[config.mk]
export PLATFORM = sky130hd
export DESIGN_NAME = ris_irq_status
export DESIGN_NICKNAME = d
export VERILOG_FILES = /design/src/ris_pkg.sv /design/src/ris_irq_status.sv
export SDC_FILE = /design/constraint.sdc
export NUM_CORES = 1
export LEC_CHECK = 0
export BUFFER_PORTS_ARGS = -buffer_cell sky130_fd_sc_hd__buf_2
export CORE_MARGIN = 1.5
export CORE_UTILIZATION = 46
export DETAILED_ROUTE_END_ITERATION = 6
export HOLD_SLACK_MARGIN = 0.08
export PLACE_DENSITY = 0.75
export SLEW_MARGIN = 20
export SYNTH_ARGS = -nofsm -noshare
export SYNTH_HDL_FRONTEND = slang
export SYNTH_SLANG_ARGS = --single-unit
[constraint.sdc]
create_clock -name mclk -period 1.3 [get_ports mclk]
set_input_delay 0.065 -clock mclk [delete_from_list [all_inputs] [get_ports mclk]]
set_output_delay 0.065 -clock mclk [all_outputs]
set_load 0.1 [all_outputs]
[src/ris_pkg.sv]
/*
 Package for the reader interrupt status and collision position block.
 Assumes a device-internal register port with byte-wide data and 5-bit addresses.
*/
package ris_pkg;
   // ------------------------------------------------------------
   // Register map
   // ------------------------------------------------------------
   localparam logic [4:0] ADDR_PROTO_CTRL = 5'h01;
   localparam logic [4:0] ADDR_IRQ_STATUS = 5'h0c;
   localparam logic [4:0] ADDR_COL_MASK   = 5'h0d;
   localparam logic [4:0] ADDR_COL_LOW    = 5'h0e;
   localparam logic [7:0] STATUS_RESET    = 8'h00;
   localparam logic [5:0] MASK_RESET      = 6'h3e;
   localparam logic [9:0] COL_RESET       = 10'h000;

   // ------------------------------------------------------------
   // Status bit positions
   // ------------------------------------------------------------
   localparam int BIT_TX     = 7;
   localparam int BIT_RX     = 6;
   localparam int BIT_FIFO   = 5;
   localparam int BIT_CRC    = 4;
   localparam int BIT_PARITY = 3;
   localparam int BIT_FRAME  = 2;
   localparam int BIT_COL    = 1;
   localparam int BIT_NORESP = 0;
   localparam int PROTO_NOCRC_BIT = 7;

   // FIFO level thresholds
   localparam logic [4:0] FIFO_HIGH_LVL = 5'h08;
   localparam logic [4:0] FIFO_LOW_LVL  = 5'h04;

   // Collision hits per bit period, selected by colThreshSel
   localparam logic [2:0] COL_THRESH_HI = 3'h7;
   localparam logic [2:0] COL_THRESH_LO = 3'h6;

   // Front-end events, one-cycle pulses unless noted
   typedef struct packed {
      logic       txStart;
      logic       txDone;
      logic       rxSof;
      logic       rxDone;
      logic       crcErr;
      logic       parityErr;
      logic       frameErr;
      logic       colEvent;
      logic       noResp;
      logic [9:0] errBitPos;
   } ris_evt_t;

   typedef enum logic [1:0] {
      PH_IDLE = 2'b00,
      PH_TX   = 2'b01,
      PH_RX   = 2'b11
   } ris_phase_t;
endpackage

[src/ris_irq_status.sv]
/*
 Interrupt status, mask and collision position logic of the reader.
 Holds the status, the per-event enables and the ten-bit collision
 position, and drives the single interrupt line toward the host.
 Assumes events come from same-clock logic; enable pin arrives asynchronously.
 Assumes the host port decodes strobes to one-cycle pulses.
*/
`timescale 1ns/10ps
// Overview of operation
// - Status clears on reset, control write, read end
// - Transmit flag sets at start, irq at end
// - Receive flag sets at SOF, irq at end
// - FIFO flag: below 4 tx only; rx level never flags
// - CRC error only when CRC check enabled
// - Parity error bit 3, framing error bit 2
// - Collision at or above selectable 6 or 7 threshold
// - No-response timeout sets bit 0
// - Host read of status clears it, drops irq
// - During transmit only bits 5, 7 change
// - During receive only bit 6 changes
// - Mask resets to 0x3e, per-event enables
// - Ten-bit collision position over two registers
// - Collision position clears on reset or read
// - Other protocols record error bit position
module ris_irq_status (
   // Clock and reset
   input  wire logic             mclk,
   input  wire logic             rst_n,
   // Enable pin, asynchronous
   input  wire logic             enablePin,
   // Register port
   input  wire logic [4:0]       regAddr,
   input  wire logic [7:0]       regWdata,
   input  wire logic             regWr,
   input  wire logic             regRd,
   input  wire logic             readEnd,
   output logic      [7:0]       regRdata,
   // Front-end events and levels
   input  wire ris_pkg::ris_evt_t evt,
   input  wire logic [4:0]       fifoCount,
   input  wire logic             typeAMode,
   input  wire logic             colThreshSel,
   input  wire logic [2:0]       colCount,
   // Outputs
   output logic                  decoderEn,
   output logic                  irqOut
);

   // ------------------------------------------------------------
   // Enable pin synchroniser
   // ------------------------------------------------------------
   logic enMeta_ff;
   logic enSync_ff;
   // Two stages; only enSync_ff feeds logic
   // The pin is asynchronous to mclk, so the first stage may go
   // metastable; nothing but the second stage ever reads it.
   // Cost: enable low takes effect two edges late.
   always_ff @(posedge mclk or negedge rst_n) begin
      if (!rst_n) begin
         enMeta_ff <= 1'b0;
         enSync_ff <= 1'b0;
      end else begin
         enMeta_ff <= enablePin;
         enSync_ff <= enMeta_ff;
      end
   end

   logic softClr;
   // Enable low acts like a soft reset of every register below except regRdata
   // Kept synchronous so its release never races the clock edge
   assign softClr = !enSync_ff;

   // ------------------------------------------------------------
   // Phase tracking
   // ------------------------------------------------------------
   ris_pkg::ris_phase_t phase_ff;
   ris_pkg::ris_phase_t nxt_phase;
   logic                txPhase;
   logic                rxPhase;
   assign txPhase = (phase_ff == ris_pkg::PH_TX);
   assign rxPhase = (phase_ff == ris_pkg::PH_RX);

   // Next phase from frame events
   // A start seen mid-phase is ignored; the front end must
   // close one frame before opening the next.
   always_comb begin
      nxt_phase = phase_ff;
      case (phase_ff)
         ris_pkg::PH_IDLE: begin
            if (evt.txStart) begin
               nxt_phase = ris_pkg::PH_TX;
            end else if (evt.rxSof) begin
               nxt_phase = ris_pkg::PH_RX;
            end
         end
         ris_pkg::PH_TX: begin
            if (evt.txDone) begin
               nxt_phase = ris_pkg::PH_IDLE;
            end
         end
         ris_pkg::PH_RX: begin
            if (evt.rxDone) begin
               nxt_phase = ris_pkg::PH_IDLE;
            end
         end
         default: nxt_phase = ris_pkg::PH_IDLE;
      endcase
   end

   always_ff @(posedge mclk or negedge rst_n) begin
      if (!rst_n) begin
         phase_ff <= ris_pkg::PH_IDLE;
      end else if (softClr) begin
         phase_ff <= ris_pkg::PH_IDLE;
      end else begin
         phase_ff <= nxt_phase;
      end
   end

   // Decoder gated off while transmitting
   // Combinational so it drops in the first transmit cycle
   assign decoderEn = !txPhase;

   // ------------------------------------------------------------
   // Protocol control shadow (receive CRC disable)
   // ------------------------------------------------------------
   logic noRxCrc_ff;
   logic protoWr;
   assign protoWr = regWr && (regAddr == ris_pkg::ADDR_PROTO_CTRL);
   // Only the no-CRC bit is kept; the rest of that register
   // lives elsewhere in the device.

   always_ff @(posedge mclk or negedge rst_n) begin
      if (!rst_n) begin
         noRxCrc_ff <= 1'b0;
      end else if (softClr) begin
         noRxCrc_ff <= 1'b0;
      end else if (protoWr) begin
         noRxCrc_ff <= regWdata[ris_pkg::PROTO_NOCRC_BIT];
      end
   end

   // ------------------------------------------------------------
   // Event qualification
   // ------------------------------------------------------------
   logic [7:0] setVec;
   logic       colHit;
   logic       fifoHit;
   logic       anyErr;

   // Threshold 6 or 7 hits per bit period; sel high picks 7
   // Reaching the threshold counts as a hit; noise alone can
   // trip it, which is why the host may mask it.
   assign colHit = typeAMode && evt.colEvent &&
                   (colCount > ((colThreshSel ? ris_pkg::COL_THRESH_HI
                                              : ris_pkg::COL_THRESH_LO) - 3'h1));
   assign fifoHit = (rxPhase && (fifoCount > ris_pkg::FIFO_HIGH_LVL)) ||
                    (txPhase && (fifoCount < ris_pkg::FIFO_LOW_LVL));

   // Decoder errors are blocked in tx and rx so only 5/7 or 6 move
   // Trade-off: a FIFO level reached during receive is not
   // flagged, since only the receive bit may move then.
   always_comb begin
      setVec = 8'h00;
      setVec[ris_pkg::BIT_TX]   = evt.txStart && !rxPhase;
      setVec[ris_pkg::BIT_RX]   = evt.rxSof && !txPhase;
      setVec[ris_pkg::BIT_FIFO] = fifoHit && !rxPhase;
      if (!txPhase && !rxPhase) begin
         setVec[ris_pkg::BIT_CRC]    = evt.crcErr && !noRxCrc_ff;
         setVec[ris_pkg::BIT_PARITY] = evt.parityErr && typeAMode;
         setVec[ris_pkg::BIT_FRAME]  = evt.frameErr;
         setVec[ris_pkg::BIT_COL]    = colHit;
         setVec[ris_pkg::BIT_NORESP] = evt.noResp;
      end
   end

   assign anyErr = |setVec[ris_pkg::BIT_CRC:ris_pkg::BIT_COL];

   // ------------------------------------------------------------
   // Interrupt status register
   // ------------------------------------------------------------
   logic [7:0] status_ff;
   logic       statusRd;
   logic       statusClr;
   assign statusRd  = regRd && (regAddr == ris_pkg::ADDR_IRQ_STATUS);
   assign statusClr = protoWr || readEnd || statusRd;

   // Each bit sticky; a set in the clearing cycle survives
   // so an event that races the host read is never lost; the
   // line then returns a cycle after the clear.
   genvar gi;
   generate
      for (gi = 0; gi < 8; gi++) begin : gStatus
         always_ff @(posedge mclk or negedge rst_n) begin
            if (!rst_n) begin
               status_ff[gi] <= ris_pkg::STATUS_RESET[gi];
            end else if (softClr) begin
               status_ff[gi] <= ris_pkg::STATUS_RESET[gi];
            end else if (setVec[gi]) begin
               status_ff[gi] <= 1'b1;
            end else if (statusClr) begin
               status_ff[gi] <= 1'b0;
            end
         end
      end
   endgenerate

   // ------------------------------------------------------------
   // Mask and collision position
   // ------------------------------------------------------------
   logic [5:0] mask_ff;
   logic [9:0] colPos_ff;
   logic       maskWr;
   logic       colHiRd;
   logic       colLoRd;
   assign maskWr  = regWr && (regAddr == ris_pkg::ADDR_COL_MASK);
   assign colHiRd = regRd && (regAddr == ris_pkg::ADDR_COL_MASK);
   assign colLoRd = regRd && (regAddr == ris_pkg::ADDR_COL_LOW);

   // Mask bits: fifo, crc, parity, framing, collision, no-response
   // Bits 7:6 at that address are the collision top bits, read only
   always_ff @(posedge mclk or negedge rst_n) begin
      if (!rst_n) begin
         mask_ff <= ris_pkg::MASK_RESET;
      end else if (softClr) begin
         mask_ff <= ris_pkg::MASK_RESET;
      end else if (maskWr) begin
         mask_ff <= regWdata[5:0];
      end
   end

   // Collision position; new capture wins over read clear
   // Each half clears only on a read of its own register, so a
   // host that reads just the low byte keeps the top bits.
   always_ff @(posedge mclk or negedge rst_n) begin
      if (!rst_n) begin
         colPos_ff <= ris_pkg::COL_RESET;
      end else if (softClr) begin
         colPos_ff <= ris_pkg::COL_RESET;
      end else if (colHit || (!typeAMode && anyErr)) begin
         colPos_ff <= evt.errBitPos;
      end else begin
         if (colHiRd) begin
            colPos_ff[9:8] <= ris_pkg::COL_RESET[9:8];
         end
         if (colLoRd) begin
            colPos_ff[7:0] <= ris_pkg::COL_RESET[7:0];
         end
      end
   end

   // ------------------------------------------------------------
   // Interrupt line
   // ------------------------------------------------------------
   // Tx/rx flags raise the line whenever their own phase is not running
   logic phaseEndIrq;
   logic irq_ff;
   assign phaseEndIrq = (status_ff[ris_pkg::BIT_TX] && !txPhase) ||
                        (status_ff[ris_pkg::BIT_RX] && !rxPhase);

   // Cleared with the status; otherwise it would still hold the
   // pre-clear status and pulse the line for one cycle after it
   always_ff @(posedge mclk or negedge rst_n) begin
      if (!rst_n) begin
         irq_ff <= 1'b0;
      end else if (statusClr || softClr) begin
         irq_ff <= 1'b0;
      end else begin
         irq_ff <= phaseEndIrq || |(status_ff[5:0] & mask_ff);
      end
   end
   // Clear drops the line at once, not a cycle late
   assign irqOut = irq_ff && !statusClr && !softClr;

   // ------------------------------------------------------------
   // Read data
   // ------------------------------------------------------------
   // Valid the cycle after the strobe and held until the next
   // read, so the host may sample it late without harm
   always_ff @(posedge mclk or negedge rst_n) begin
      if (!rst_n) begin
         regRdata <= 8'h00;
      end else if (regRd) begin
         case (regAddr)
            ris_pkg::ADDR_IRQ_STATUS: regRdata <= status_ff;
            ris_pkg::ADDR_COL_MASK:   regRdata <= {colPos_ff[9:8], mask_ff};
            ris_pkg::ADDR_COL_LOW:    regRdata <= colPos_ff[7:0];
            default:                  regRdata <= 8'h00;
         endcase
      end
   end

endmodule

==> results.toml <==
[placement]
numPortBuffers = 54
place_ws_ns = -0.163
dpl_cell_area_um2 = 2380
place_hpwl_um = 3520
gp_congestion = 0.825
dp_cells = 301

[die]
pin_count = 58
row_count = 23
fp.dieArea_um2 = 4590
start_util_pct = 48.2
die_w_um = 67.7
coreArea_um2 = 4000
die_h_um = 67.7

[yosys]
syn_area_um2 = 1930
yosys_most_used_dff = "dfrtp_1"
synth-seq-cells = 38
yosysWarningCount = 0
synth_edf_count = 0
synth_cells = 190
ys_seq_area_share_pct = 49.7
avgSynthCellArea_um2 = 10.1
async_reset_ff_share_pct = 100
synth_nets = 240
ys_types = 36

[cells_and_area]
final_cell_mix = "buf_2 (52), dfrtp_1 (33), nand2_1 (31)"
final_common_cell = "buf_2"
fin_area_um2 = 2810
finalCoreUtilization_pct = 70.2
nets = 342
drive_gt1_share_pct = 38.2
areaGrowthSynthToFinish_pct = 45.7
antennaDiodeCount = 0
stdcell_count = 343

[drt]
wl_per_cell_um = 15.3
initialDrtViolationCount = 88
firstDrtPassIters = 4
ant_nets = 0
avgViaCountPerCell = 5.25
remaining_drc_errors = 0
routed_wl_um = 5250
num_vias = 1802

[sta]
period_share_pct = 105
fin_ws_ns = -0.0684
drv_slew = 0
hold_viol = 0
relSlewSlack_pct = 67.9
fin_skew_ns = 0.00446
max_freq_mhz = 731
fin_crit_ns = 1.37
rsz0062_at_grt = "yes"
tightestPinTransition_ns = 0.485
setup_viol = 11

[critical_path]
criticalPathCategory = "reg -> reg"
required_ns = 1.52
start_kind = "register"
worstSetupStartpoint = "noRxCrc_ff"
r2r_cells = 5
cp.arrival_ns = 1.59
crit_fanout = 5
r2r-start = "noRxCrc_ff"
cp_cell_sequence = "nor2b_2 > nor2_1 > o31ai_2 > buf_4 > mux2i_1"
r2r_slack_ns = -0.07
slowest_stage = "dfrtp_1"
max_stage_delay_ns = 0.40
end_kind = "register"

[global_routing]
grt_pass1_vias = 1750
grt_max_degree = 18
antenna_found_initial = 0
grt_pass1_wl_um = 7950
grt_overflow = 0
grt.total_usage_pct = 24.2

[clocking]
clock_latency_ns = 0.30
htreeDepth = 2
cts_sinks = 38
cts_buffer_depth = 2
clockRootBuffer = "clkbuf_8"
clk_pin_slew_worst_paths_ns = 0.07
cts_tree = "built"
numCtsBuffers = 5

[min_path]
min_from = "fifoCount[4]"
worstHoldPathType = "in -> reg"
min_delay_path_depth = 3

[pwr]
vdd_drop_max_mv = 0.915
leakage_nw = 1.35
power_density_nw_per_um2 = 945

[run_status]
outcome = "finished, violations left"
violations = "setup timing"

[flow_run]
cap_violations = 0
[repair_timing]
| action | in CTS | in global routing |
|---|---|---|
| hold buffers | 25 | 0 |
| setup buffers | 3 | 5 |
| setup endpoints to repair | 11 | 16 |
| cloned | 1 | 0 |
| pin swaps | 2 | 0 |
| gates resized for setup | 4 | 3 |
| endpoints found under the hold margin | 61 | 0 |
[layout make-up]
type | instances | area, um^2
fill | 304 | 1190
multi-input combinational | 127 | 880
clock inverter | 1 | 5.00
tap | 50 | 62.6
inverter | 13 | 52.6
sequential | 38 | 957
timing repair buffer | 107 | 764
clock buffer | 7 | 86.3
[per-layer routing]
metal | track usage, % | part of all wire, %
met1 | 28.6 | 41
met2 | 41.9 | 52
met3 | 4.50 | 4.9
met4 | 11.7 | 1.9
met5 | 0 | 0
[synth_stat cells (4+ instances only)]
master    number  share of area [%]
nand2_1       31                6.0
a22oi_1       10                3.9
dfstp_2        5                6.8
clkbuf_1       5               0.97
inv_1         13                2.5
buf_2          4                1.0
nor2_1         7                1.4
a32o_1         4                2.1
dfrtp_1       33                 43
o22ai_1        8                2.6
nand3_1       17                4.4
mux2i_1       12                6.2
mux2_2         8                4.7
[registers in the layout (all words and copies together) (netlist names)]
register,flops
colPos_ff,10
enMeta_ff,1
enSync_ff,1
irq_ff,1
mask_ff,6
noRxCrc_ff,1
phase_ff,2
regRdata,8
status_ff,8
[cells by family (layout without fill, tap and decap cells)]
kind of cell	Yosys count	in the layout	synth area share, %
AO/OA/AOI/OAI	35	35	14.2
adder cells (fa/ha/maj)	2	2	1.30
buffers and inverters	25	128	6.10
flip-flops	38	38	49.7
multiplexers	20	20	10.9
AND/OR/NAND/NOR	70	70	17.9
[stage by stage]
stage	TNS, ns	total power (W)	hold WS [ns]
final	-0.452	0.00265	0.0888
after global routing	-1.20	0.00274	0.0927
after CTS	-0.156	0.00263	0.0881
after detailed placement	-1.89	0.00173	0.00987
after global placement	-0.836	0.00172	0.00421
after floorplan	-0.0955	0.00153	-0.231
[worst max-delay path: cells and delay by family (launching register included)]
kind / cells / cell delay [ns]
mux: 1 / 0.19
compound gates: 1 / 0.26
simple gates: 2 / 0.21
buf+inv: 1 / 0.23
flops: 1 / 0.40
[report_power, final]
group	switching, W	internal, W
registers	0.0000410	0.00124
logic	0.000260	0.000274
clock network	0.000416	0.000428
total	0.000717	0.00194
[path summary, 6_finish.rpt]
path                           endpoint
max in group asynchronous  status_ff[7]
min reg2reg                   enSync_ff
max                        colPos_ff[8]
min                        status_ff[5]
min in group asynchronous  status_ff[4]
max reg2reg                colPos_ff[8]
(Power assumes the default switching activity.)
